## src/pkg/psa_pkg.sv

```systemverilog
// Constants for the pulse sample accumulator: register map, field layout, resets.
// Assumes a 32-bit Avalon-MM slave with word addressing from byte offsets.
package psa_pkg;
	localparam int ADDR_W = 10;
	localparam int DATA_W = 32;
	localparam int ACC_W  = 32;
	localparam int ADC_W  = 14;
	// Register byte addresses are four times the printed index
	localparam logic [7:0] IDX_SAMPLE_FREQ   = 8'h12;
	localparam logic [7:0] IDX_COMBINE_CTRL  = 8'h15;
	localparam logic [7:0] IDX_CHOP_A        = 8'h17;
	localparam logic [7:0] IDX_CHOP_B        = 8'h1D;
	localparam logic [7:0] IDX_PULSE_A       = 8'h31;
	localparam logic [7:0] IDX_PULSE_B       = 8'h36;
	localparam logic [7:0] IDX_AMP_PWDN      = 8'h3C;
	localparam logic [7:0] IDX_BIAS_CTRL     = 8'h54;
	localparam logic [7:0] IDX_MATH_CTRL     = 8'h58;
	localparam logic [7:0] IDX_STATUS        = 8'h70;
	localparam logic [7:0] IDX_RESULT_A      = 8'h71;
	localparam logic [7:0] IDX_RESULT_B      = 8'h72;
	// Field positions
	localparam int PULSE_CNT_LSB   = 8;
	localparam int COMB_A_LSB      = 4;
	localparam int COMB_B_LSB      = 8;
	localparam int COMB_AVG_BIT    = 0;
	localparam int CHOP_EN_BIT     = 15;
	localparam int BIAS_EN_BIT     = 7;
	localparam int BIAS_A_LSB      = 8;
	localparam int BIAS_B_LSB      = 10;
	localparam int PWDN_LSB        = 3;
	// Math control pulse positions, slot A then slot B
	localparam int MATH_A_P01_LSB  = 1;
	localparam int MATH_A_P23_LSB  = 8;
	localparam int MATH_B_P01_LSB  = 5;
	localparam int MATH_B_P23_LSB  = 10;
	// Reset values
	localparam logic [15:0] RST_SAMPLE_FREQ  = 16'h0028;
	localparam logic [15:0] RST_COMBINE      = 16'h0000;
	localparam logic [15:0] RST_CHOP         = 16'h0000;
	localparam logic [15:0] RST_PULSE        = 16'h0100;
	localparam logic [15:0] RST_AMP_PWDN     = 16'h0000;
	localparam logic [15:0] RST_BIAS         = 16'h0000;
	localparam logic [15:0] RST_MATH         = 16'h0000;
	localparam logic [1:0]  BIAS_MODERATE    = 2'h2;
endpackage

```

## src/core/pulse_sample_accumulator.sv

```systemverilog
// Pulse and sample accumulator of a two-slot photometric front end.
// Assumes converter results arrive as one-cycle strobes tagged with their slot.
// Overview of operation
// - Pulses per internal sample come from an 8-bit count field per slot.
// - A 3-bit field per slot sets how many internal samples are combined.
// - Effective pulses per output equal pulse count times combined samples.
// - One output value is emitted per group of combined samples.
// - In chop mode inverted pulses whose math bit selects subtract are subtracted, all others added.
// - Reverse bias is applied only when the bias enable bit is one.
// - A 2-bit bias level per slot selects the bias, code 2 being moderate.
// - A 4-bit chop pattern per slot marks inverted pulses and repeats every four.
// - Math control fields pick add or subtract for each of four pulse positions.
//
// Chosen here: register access over Avalon-MM.
`timescale 1ns/1ps
module pulse_sample_accumulator (
	input  wire logic                       ref_clk_i,
	input  wire logic                       rst_n_i,
	input  wire logic [psa_pkg::ADDR_W-1:0] avs_address_i,
	input  wire logic                       avs_read_i,
	input  wire logic                       avs_write_i,
	input  wire logic [psa_pkg::DATA_W-1:0] avs_writedata_i,
	input  wire logic [3:0]                 avs_byteenable_i,
	output logic      [psa_pkg::DATA_W-1:0] avs_readdata_o,
	output logic                            avs_waitrequest_o,
	input  wire logic                       adc_valid_i,
	input  wire logic                       adc_slot_i,
	input  wire logic [psa_pkg::ADC_W-1:0]  adc_data_i,
	output logic                            out_valid_o,
	output logic                            out_slot_o,
	output logic      [psa_pkg::ACC_W-1:0]  out_data_o,
	output logic                            chop_invert_o,
	output logic                            bias_enable_o,
	output logic      [1:0]                 bias_level_a_o,
	output logic      [1:0]                 bias_level_b_o,
	output logic      [5:0]                 amp_power_down_o,
	output logic      [15:0]                sample_freq_o
);
	import psa_pkg::*;

	typedef enum logic [1:0] {
		BUS_IDLE = 2'b00,
		BUS_ACK  = 2'b01
	} bus_state_t;

	// Byte-lane merge of a 16-bit register
	function automatic logic [15:0] merge16(input logic [15:0] old, input logic [31:0] wd, input logic [3:0] be);
		merge16 = old;
		if (be[0]) merge16[7:0] = wd[7:0];
		if (be[1]) merge16[15:8] = wd[15:8];
	endfunction

	// Combine count code n means 2^n samples
	function automatic logic [7:0] combine_count(input logic [2:0] code);
		combine_count = 8'h01 << code;
	endfunction

	// Subtract when chop pattern marks the pulse and math field selects subtraction
	function automatic logic pulse_negate(input logic [3:0] pat, input logic [3:0] math, input logic [1:0] pos);
		pulse_negate = pat[pos] & math[pos];
	endfunction

	// Each 2-bit math field keeps the later pulse in its low bit, the earlier in its high bit
	function automatic logic [3:0] math_order(input logic [15:0] m, input int lo01, input int lo23);
		math_order[0] = m[lo01 + 1];
		math_order[1] = m[lo01];
		math_order[2] = m[lo23 + 1];
		math_order[3] = m[lo23];
	endfunction

	bus_state_t       bus_reg, bus_next;
	logic [31:0]      rdata_reg, rdata_next;
	logic [15:0]      freq_reg, freq_next, comb_reg, comb_next, chop_a_reg, chop_a_next;
	logic [15:0]      chop_b_reg, chop_b_next, pulse_a_reg, pulse_a_next, pulse_b_reg, pulse_b_next;
	logic [15:0]      pwdn_reg, pwdn_next, bias_reg, bias_next, math_reg, math_next;
	logic [ACC_W-1:0] acc_reg [2];
	logic [ACC_W-1:0] acc_next [2];
	logic [ACC_W-1:0] res_reg [2];
	logic [ACC_W-1:0] res_next [2];
	logic [7:0]       pcnt_reg [2];
	logic [7:0]       pcnt_next [2];
	logic [7:0]       scnt_reg [2];
	logic [7:0]       scnt_next [2];
	logic [1:0]       done_reg, done_next;
	logic             ov_reg, ov_next, os_reg, os_next;
	logic [ACC_W-1:0] od_reg, od_next;
	logic             inv_reg, inv_next;
	logic [7:0]       idx;
	logic             hit;

	assign idx = avs_address_i[9:2];
	// Writes land on the answer edge, while the master still holds the request
	assign hit = (bus_reg == BUS_ACK) && avs_write_i;

	always_comb begin
		bus_next = BUS_IDLE;
		rdata_next = rdata_reg;
		freq_next = freq_reg;
		comb_next = comb_reg;
		chop_a_next = chop_a_reg;
		chop_b_next = chop_b_reg;
		pulse_a_next = pulse_a_reg;
		pulse_b_next = pulse_b_reg;
		pwdn_next = pwdn_reg;
		bias_next = bias_reg;
		math_next = math_reg;
		if (bus_reg == BUS_IDLE && (avs_read_i || avs_write_i)) begin
			bus_next = BUS_ACK;
			case (idx)
				IDX_SAMPLE_FREQ:  rdata_next = {16'h0000, freq_reg};
				IDX_COMBINE_CTRL: rdata_next = {16'h0000, comb_reg};
				IDX_CHOP_A:       rdata_next = {16'h0000, chop_a_reg};
				IDX_CHOP_B:       rdata_next = {16'h0000, chop_b_reg};
				IDX_PULSE_A:      rdata_next = {16'h0000, pulse_a_reg};
				IDX_PULSE_B:      rdata_next = {16'h0000, pulse_b_reg};
				IDX_AMP_PWDN:     rdata_next = {16'h0000, pwdn_reg};
				IDX_BIAS_CTRL:    rdata_next = {16'h0000, bias_reg};
				IDX_MATH_CTRL:    rdata_next = {16'h0000, math_reg};
				IDX_STATUS:       rdata_next = {30'h0, done_reg};
				IDX_RESULT_A:     rdata_next = res_reg[0];
				IDX_RESULT_B:     rdata_next = res_reg[1];
				default:          rdata_next = 32'h00000000;
			endcase
		end
		if (hit) begin
			case (idx)
				IDX_SAMPLE_FREQ:  freq_next = merge16(freq_reg, avs_writedata_i, avs_byteenable_i);
				IDX_COMBINE_CTRL: comb_next = merge16(comb_reg, avs_writedata_i, avs_byteenable_i);
				IDX_CHOP_A:       chop_a_next = merge16(chop_a_reg, avs_writedata_i, avs_byteenable_i);
				IDX_CHOP_B:       chop_b_next = merge16(chop_b_reg, avs_writedata_i, avs_byteenable_i);
				IDX_PULSE_A:      pulse_a_next = merge16(pulse_a_reg, avs_writedata_i, avs_byteenable_i);
				IDX_PULSE_B:      pulse_b_next = merge16(pulse_b_reg, avs_writedata_i, avs_byteenable_i);
				IDX_AMP_PWDN:     pwdn_next = merge16(pwdn_reg, avs_writedata_i, avs_byteenable_i);
				IDX_BIAS_CTRL:    bias_next = merge16(bias_reg, avs_writedata_i, avs_byteenable_i);
				IDX_MATH_CTRL:    math_next = merge16(math_reg, avs_writedata_i, avs_byteenable_i);
				default:          ;
			endcase
		end
	end

	always_ff @(posedge ref_clk_i) begin
		if (!rst_n_i) begin
			bus_reg <= BUS_IDLE;
			rdata_reg <= 32'h00000000;
			freq_reg <= RST_SAMPLE_FREQ;
			comb_reg <= RST_COMBINE;
			chop_a_reg <= RST_CHOP;
			chop_b_reg <= RST_CHOP;
			pulse_a_reg <= RST_PULSE;
			pulse_b_reg <= RST_PULSE;
			pwdn_reg <= RST_AMP_PWDN;
			bias_reg <= RST_BIAS;
			math_reg <= RST_MATH;
		end else begin
			bus_reg <= bus_next;
			rdata_reg <= rdata_next;
			freq_reg <= freq_next;
			comb_reg <= comb_next;
			chop_a_reg <= chop_a_next;
			chop_b_reg <= chop_b_next;
			pulse_a_reg <= pulse_a_next;
			pulse_b_reg <= pulse_b_next;
			pwdn_reg <= pwdn_next;
			bias_reg <= bias_next;
			math_reg <= math_next;
		end
	end

	// Accumulation datapath, one lane per slot
	logic [7:0]       pulses_s;
	logic [7:0]       samples_s;
	logic [3:0]       pat_s, math_s;
	logic             neg_s, chop_s, avg_s;
	logic [ACC_W-1:0] term_s, sum_s;
	logic [2:0]       code_s;
	logic             s;

	always_comb begin
		s = adc_slot_i;
		pulses_s = s ? pulse_b_reg[PULSE_CNT_LSB +: 8] : pulse_a_reg[PULSE_CNT_LSB +: 8];
		code_s = s ? comb_reg[COMB_B_LSB +: 3] : comb_reg[COMB_A_LSB +: 3];
		samples_s = combine_count(code_s);
		avg_s = comb_reg[COMB_AVG_BIT];
		pat_s = s ? chop_b_reg[3:0] : chop_a_reg[3:0];
		chop_s = s ? chop_b_reg[CHOP_EN_BIT] : chop_a_reg[CHOP_EN_BIT];
		math_s = s ? math_order(math_reg, MATH_B_P01_LSB, MATH_B_P23_LSB)
		           : math_order(math_reg, MATH_A_P01_LSB, MATH_A_P23_LSB);
		neg_s = chop_s & pulse_negate(pat_s, math_s, pcnt_reg[s][1:0]);
		term_s = {{(ACC_W-ADC_W){1'b0}}, adc_data_i};
		// Chop relies on an even pulse count so offsets pair out
		sum_s = neg_s ? acc_reg[s] - term_s : acc_reg[s] + term_s;
		for (int k = 0; k < 2; k++) begin
			acc_next[k] = acc_reg[k];
			pcnt_next[k] = pcnt_reg[k];
			scnt_next[k] = scnt_reg[k];
			res_next[k] = res_reg[k];
		end
		done_next = done_reg;
		if (hit && idx == IDX_STATUS) done_next = done_reg & ~avs_writedata_i[1:0];
		ov_next = 1'b0;
		os_next = os_reg;
		od_next = od_reg;
		// Flag holds between pulses; it reports the last accepted one
		inv_next = inv_reg;
		if (adc_valid_i) begin
			acc_next[s] = sum_s;
			inv_next = neg_s;
			pcnt_next[s] = pcnt_reg[s] + 8'h01;
			// Effective pulses per output are pulses times samples
			if (pcnt_reg[s] + 8'h01 >= pulses_s) begin
				pcnt_next[s] = 8'h00;
				scnt_next[s] = scnt_reg[s] + 8'h01;
				if (scnt_reg[s] + 8'h01 >= samples_s) begin
					ov_next = 1'b1;
					os_next = s;
					od_next = avg_s ? (sum_s >> code_s) : sum_s;
					res_next[s] = od_next;
					done_next[s] = 1'b1; // Set wins over a same-cycle clear
					acc_next[s] = '0;
					scnt_next[s] = 8'h00;
				end
			end
		end
	end

	always_ff @(posedge ref_clk_i) begin
		if (!rst_n_i) begin
			for (int k = 0; k < 2; k++) begin
				acc_reg[k] <= '0;
				pcnt_reg[k] <= 8'h00;
				scnt_reg[k] <= 8'h00;
				res_reg[k] <= '0;
			end
			done_reg <= 2'b00;
			ov_reg <= 1'b0;
			os_reg <= 1'b0;
			od_reg <= '0;
			inv_reg <= 1'b0;
		end else begin
			for (int k = 0; k < 2; k++) begin
				acc_reg[k] <= acc_next[k];
				pcnt_reg[k] <= pcnt_next[k];
				scnt_reg[k] <= scnt_next[k];
				res_reg[k] <= res_next[k];
			end
			done_reg <= done_next;
			ov_reg <= ov_next;
			os_reg <= os_next;
			od_reg <= od_next;
			inv_reg <= inv_next;
		end
	end

	// Pin flops fed from next values, so pins move on the same edge as the registers
	logic             wait_reg, wait_next;
	logic             ben_reg, ben_next;
	logic [1:0]       lvl_a_reg, lvl_a_next;
	logic [1:0]       lvl_b_reg, lvl_b_next;
	logic [5:0]       apd_reg, apd_next;
	logic [15:0]      sfo_reg, sfo_next;

	always_comb begin
		wait_next = (bus_next == BUS_IDLE);
		ben_next = bias_next[BIAS_EN_BIT];
		lvl_a_next = 2'h0;
		lvl_b_next = 2'h0;
		// Levels forced to zero while bias is off, so no stray bias reaches the diode
		if (bias_next[BIAS_EN_BIT]) begin
			lvl_a_next = bias_next[BIAS_A_LSB +: 2];
			lvl_b_next = bias_next[BIAS_B_LSB +: 2];
		end
		apd_next = pwdn_next[PWDN_LSB +: 6];
		sfo_next = freq_next;
	end

	always_ff @(posedge ref_clk_i) begin
		if (!rst_n_i) begin
			wait_reg <= 1'b1;
			ben_reg <= RST_BIAS[BIAS_EN_BIT];
			lvl_a_reg <= 2'h0;
			lvl_b_reg <= 2'h0;
			apd_reg <= RST_AMP_PWDN[PWDN_LSB +: 6];
			sfo_reg <= RST_SAMPLE_FREQ;
		end else begin
			wait_reg <= wait_next;
			ben_reg <= ben_next;
			lvl_a_reg <= lvl_a_next;
			lvl_b_reg <= lvl_b_next;
			apd_reg <= apd_next;
			sfo_reg <= sfo_next;
		end
	end

	assign avs_readdata_o = rdata_reg;
	assign avs_waitrequest_o = wait_reg;
	assign out_valid_o = ov_reg;
	assign out_slot_o = os_reg;
	assign out_data_o = od_reg;
	assign chop_invert_o = inv_reg;
	assign bias_enable_o = ben_reg;
	assign bias_level_a_o = lvl_a_reg;
	assign bias_level_b_o = lvl_b_reg;
	assign amp_power_down_o = apd_reg;
	assign sample_freq_o = sfo_reg;
endmodule

```

## config.mk

```make
export PLATFORM = sky130hd
export DESIGN_NAME = pulse_sample_accumulator
export DESIGN_NICKNAME = d
export VERILOG_FILES = /design/src/pkg/psa_pkg.sv /design/src/core/pulse_sample_accumulator.sv
export SDC_FILE = /design/constraint.sdc
export NUM_CORES = 1
export LEC_CHECK = 0
export ABC_AREA = 0
export BUFFER_PORTS_ARGS = -buffer_cell sky130_fd_sc_hd__buf_2
export CORE_MARGIN = 8
export CORE_UTILIZATION = 60
export CTS_CLUSTER_SIZE = 28
export DETAILED_ROUTE_END_ITERATION = 10
export PLACE_DENSITY = 0.82
export SYNTH_ARGS = -nofsm -noshare
export SYNTH_HDL_FRONTEND = slang
export SYNTH_SLANG_ARGS = --single-unit
```

## constraint.sdc

```tcl
create_clock -name ref_clk_i -period 7.5 [get_ports ref_clk_i]
set_input_delay 0.75 -clock ref_clk_i [delete_from_list [all_inputs] [get_ports ref_clk_i]]
set_output_delay 0.75 -clock ref_clk_i [all_outputs]
set_load 0.02 [all_outputs]
```

Yosys cells after proc, flatten, opt, wreduce, memory -nomap -nowiden
Memories as Yosys holds them, arrays and structs flattened. Cells that the tools add are included.

Flip-flop bits (word level): 221. Bits in writable memories: 160. Input bits: 66. Output and inout port bits: 95. Logic and storage cells: 167. Memories: 4.

Memory list: acc_reg (depth 2, width 32, rd ports 3, clocked after Yosys merged registers in 0, wr ports 2, RTL line pulse_sample_accumulator.sv:76) `logic [ACC_W-1:0] acc_reg [2];`; res_reg (depth 2, width 32, rd ports 2, clocked after Yosys merged registers in 0, wr ports 2, RTL line pulse_sample_accumulator.sv:78) `logic [ACC_W-1:0] res_reg [2];`; pcnt_reg (depth 2, width 8, rd ports 3, clocked after Yosys merged registers in 0, wr ports 2, RTL line pulse_sample_accumulator.sv:80) `logic [7:0] pcnt_reg [2];`; scnt_reg (depth 2, width 8, rd ports 3, clocked after Yosys merged registers in 0, wr ports 2, RTL line pulse_sample_accumulator.sv:82) `logic [7:0] scnt_reg [2];`.

Add/sub/neg operators: 4. Order comparisons: 7. Equal/unequal tests: 13. Shifts and indexed selects: 2. Mux-type cells: 57. Bitwise operators: 19. Reduce and logical (&&, ||, !) cells: 29.

Operators with widths (number): $mux W64 (6); $pmux W32 S12 (1); $mux W32 (7); $bwmux W64 (2); $mux W16 (5); $and A64 B64 Y64 (1); $mux W8 (8); $not A64 Y64 (1); $reduce_and A3 Y1 (20); $eq A8 B7 Y1 const B (5); $add A32 B14 Y32 (1); $and A16 B16 Y16 (2); $bwmux W16 (2); $demux W32 S1 (1); $eq A8 B5 Y1 const B (4); $shr A32 B3 Y32 (1); $sub A32 B14 Y32 (1); $eq A8 B6 Y1 const B (3); $mux W12 (2); $mux W9 (2); $add A8 B1 Y8 const B (2); $ge A8 B8 Y1 (2); $not A16 Y16 (1); $mux W4 (3); 23 further kinds (48).

Logic depth before layout (Yosys ltp)
Depth in word-level cells: 13. Gate-level depth with buffers: 22. Depth with buffers taken out: 19.

Least setup slack after synthesis
OpenSTA, ideal clock, no wires.

Path kind: input-to-reg. From: input adc_slot_i. To: memory res_reg[0][24]. Library setup time: 117 ps. Data arrival time: 5392 ps. Required time: 7383 ps. Slack: 1992 ps. Cell stages on the path: 20. Path through: buf_2 > buf_2 > buf_2 > clkbuf_1 > buf_2 > buf_1 > buf_2 > mux2i_1 > ha_1 > fa_1 > nand2b_1 > a21oi_1 > o21ai_2 > a2111oi_4 > nor3_1 > xor2_1 > o221ai_1 > a311oi_1 > a22oi_1 > a22o_1.

RTL lines: from (decl) (RTL line pulse_sample_accumulator.sv:27) `input wire logic adc_slot_i,`; to (decl) (RTL line pulse_sample_accumulator.sv:78).

==> impl_metrics.csv <==
group,metric,value,unit
global_routing,overflow,0,
worst_setup_path,crit_type,"primary input to flop",
sta,rsz0062_at_grt,"false",
placement,portBuffers,140,
power,sequentialPowerShare,49.0,%
final_layout,areaGrowthSynthToFinish,10.39,%
synthesis,ys_seq_elements,379,
route,drt-initial-drc-count,2750,
sta,skew,15.16,ps
floorplanning,die_h,196.7,um
sta,tns,0,ps
global_routing,antenna_found_initial,2,
run,cap_violations,0,
floorplanning,start_util,60.52,%
synthesis,synth_cells,2469,
worst_setup_path,crit_required,7910,ps
route,via_count,19610,
synthesis,synth_edf_count,0,
power,power_switching,0.001034,W
floorplanning,fp-row-count,66,
final_layout,fin_nets,2606,
final_layout,layout-drive-gt1-share,12.62,%
min_path,worstHoldPathType,"flop to flop",
clock_network,root_buffer,"clkbuf_16",
sta,timing.hold.ws,451.3,ps
clock_network,clk_path_buf_depth,3,
clock_network,cts_hold_buf,0,
global_routing,grt_pass1_wl,101.4,mm
synthesis,yosysMostFrequentCell,"nand2_1",
synthesis,synth.distinct_cells,85,
sta,max_freq,178.3,MHz
worst_setup_path,critPathMaxStageDelay,640,ps
synthesis,synth_nets,2587,
clock_network,tritoncts,"done",
clock_network,clk_pin_slew,60,ps
power,p_leak,8.221,nW
clock_network,cts_buffers,39,
sta,period_needed,5609,ps
global_routing,grtUsageTotal,32.34,%
route,drtPass1Iterations,11,
sta,tightest_slew,1030,ps
synthesis,synth_top_area_share,38.73,%
power,switching_share,24.76,%
synthesis,synth_seq_area_share,38.73,%
worst_setup_path,crit_top_cell,"a21oi_1",
route,routedWlPerCell,22.31,um
final_layout,diodes,0,
floorplanning,fp.coreArea,0.03237,mm2
floorplanning,boundaryPins,161,
synthesis,avgSynthCellArea,7.935,um2
synthesis,synth_flop_cell,"dfxtp_1",
worst_setup_path,arrival,6020,ps
placement,post-dp-hpwl,46.01,mm
min_path,min_from,"chop_a_reg[5]$_SDFFE_PN0P_",
power,power_frac_clock,44.6,%
clock_network,post_cts_buffers,0,
sta,finalCritPeriodShare,74.79,%
worst_setup_path,cp_slowest_cell,"xnor2_1",
route,vias_per_cell,6.641,
sta,slew_headroom,31.34,%
worst_setup_path,cp-end-kind,"flop",
clock_network,clkSinkCount,379,
global_routing,grt_pass1_vias,18600,
sta,setup_viol,0,
run_status,status,"finished with violations",
power,internal-power,0.003141,W
sta,hold_violations,0,
clock_network,cts_resized,0,
synthesis,ys_top_cells_by_count,"nand2_1, dfxtp_1, a21oi_1",
synthesis,synthArstFlopShare,0,%
worst_setup_path,cp-start-kind,"primary input",
synthesis,synth_area,0.01959,mm2
sta,slew_violations,0,
route,drc_errors,1,
floorplanning,die_width,196.7,um
power,powerDensity,193.0,mW/mm2
worst_setup_path,cp_max_fo,9,
route,ant_nets,0,
run_status,violations,"design-rule violations",
synthesis,yosys_warnings,0,
worst_setup_path,critPathLaunch,"adc_data_i[5]",
power,peakVddDrop,0.1497,mV
power,power_frac_comb,6.4,%
clock_network,htreeDepth,2,
route,finalWirelength,65.89,mm
worst_setup_path,path_cells,"buf_2, or3_1, or3_1, or2_0, nor4_1, ha_1, a21oi_1, ha_1, a21oi_1, o21a_1, o2bb2ai_1, a21oi_1, nand2_1, xnor2_1, a32o_1, a211oi_1, a222oi_1, o31ai_1",
synthesis,yosysTopAreaCell,"dfxtp_1",
placement,globalplace.congestion,0.9746,
global_routing,grt_start_max_net_pins,92,
floorplanning,die_area,0.03869,mm2
synthesis,ys_top_cells_by_area,"dfxtp_1, nand2_1, a21oi_1",
clock_network,clkLatencyLatePin,540,ps
critical path: cells and delay by family:
kind	cells	cell delay (ps)
fa+ha+maj	2	660
buf+inv	1	110
compound gates	9	2230
xor+xnor	1	640
simple gates	5	1610
cell families after synthesis:
logic type / synth area share, %
and+or+nand+nor: 20.71
AOI/OAI and AO/OA: 24.67
DFF: 38.73
buffers and inverters: 4.617
muxes: 5.524
adders and majority gates: 3.359
xor gates and xnor gates: 2.395
path summary, 6_finish.rpt:
| path | to | slack, ps | cells past startpoint |
|---|---|---|---|
| setup / recovery | res_reg[0][22]$_SDFFE_PN0P_ | 1890 | 18 |
| hold / removal | chop_a_reg[5]$_SDFFE_PN0P_ | 450 | 2 |
| setup reg to reg | res_reg[0][22]$_SDFFE_PN0P_ | 1920 | 18 |
| hold reg to reg | chop_a_reg[5]$_SDFFE_PN0P_ | 450 | 2 |
through the flow:
stage | util [%] | setup slack, ps | instances | area [um2] | total power (W)
3_3_place_gp | 63.13 | 1576 | 2889 | 20430 | 0.002341
6_report | 66.81 | 1891 | 2953 | 21630 | 0.004175
5_1_grt | 66.81 | 1578 | 2953 | 21630 | 0.004269
2_1_floorplan | - | 1992 | 2469 | 19590 | 0.002252
4_1_cts | 66.81 | 2040 | 2953 | 21630 | 0.004168
3_5_place_dp | 63.13 | 1527 | 2889 | 20430 | 0.002347
power by group through the flow:
stage	combinational, W	clock [W]	sequential, W
after floorplan	0.000160	0	0.00209
after global placement	0.000252	0	0.00209
after detailed placement	0.000257	0	0.00209
after CTS	0.000259	0.00186	0.00205
after global routing	0.000281	0.00194	0.00205
final	0.000266	0.00186	0.00205
routing by layer:
metal  GRT usage, %  share of wire (%)  vias up
met1          40.39                 39     9225
met2          52.23                 46     1234
met4          15.97                4.8        4
met5              0              0.044        -
met3          7.385                 11      240
li1               -                  -     8908
layout by cell type (no fill, tap or decap), types with 6 or more instances in the layout:
cell / netlist / routed
nor3_1: 46 / 44
clkbuf_1: 166 / 9
dfxtp_1: 379 / 379
a32oi_1: 9 / 9
nand2b_1: 18 / 17
mux2i_1: 64 / 63
nand4_1: 12 / 12
ha_1: 51 / 51
clkbuf_16: 0 / 40
nand3_1: 128 / 128
buf_4: 6 / 44
inv_1: 21 / 21
o22ai_1: 7 / 7
o21ai_0: 92 / 92
xnor2_1: 25 / 25
clkbuf_8: 0 / 6
nor2b_1: 13 / 12
mux2_2: 38 / 38
a222oi_1: 34 / 34
o31ai_1: 13 / 13
a211oi_1: 13 / 13
a21oi_1: 294 / 294
a32o_1: 16 / 16
a22oi_1: 58 / 58
nor2_1: 163 / 157
a22o_1: 35 / 35
nand2_1: 449 / 448
xor2_1: 23 / 23
and3_1: 24 / 24
o211ai_1: 13 / 13
buf_2: 18 / 139
o41ai_1: 7 / 7
and2_1: 29 / 29
or3_1: 10 / 10
a21o_1: 25 / 25
o221ai_1: 6 / 6
a31oi_1: 26 / 26
o21a_1: 26 / 26
layout make-up:
class                   instances  area [um2]
fillers                      2689       10740
multi-input cells            1863       11180
inverters                      22       87.58
flip-flops and latches        379        7587
repair buffers                183        1026
clock inverters                 9       75.07
well taps                     442       553.0
clock buffers                  55        1117
No activity file was read; power rests on OpenSTA's default activity.
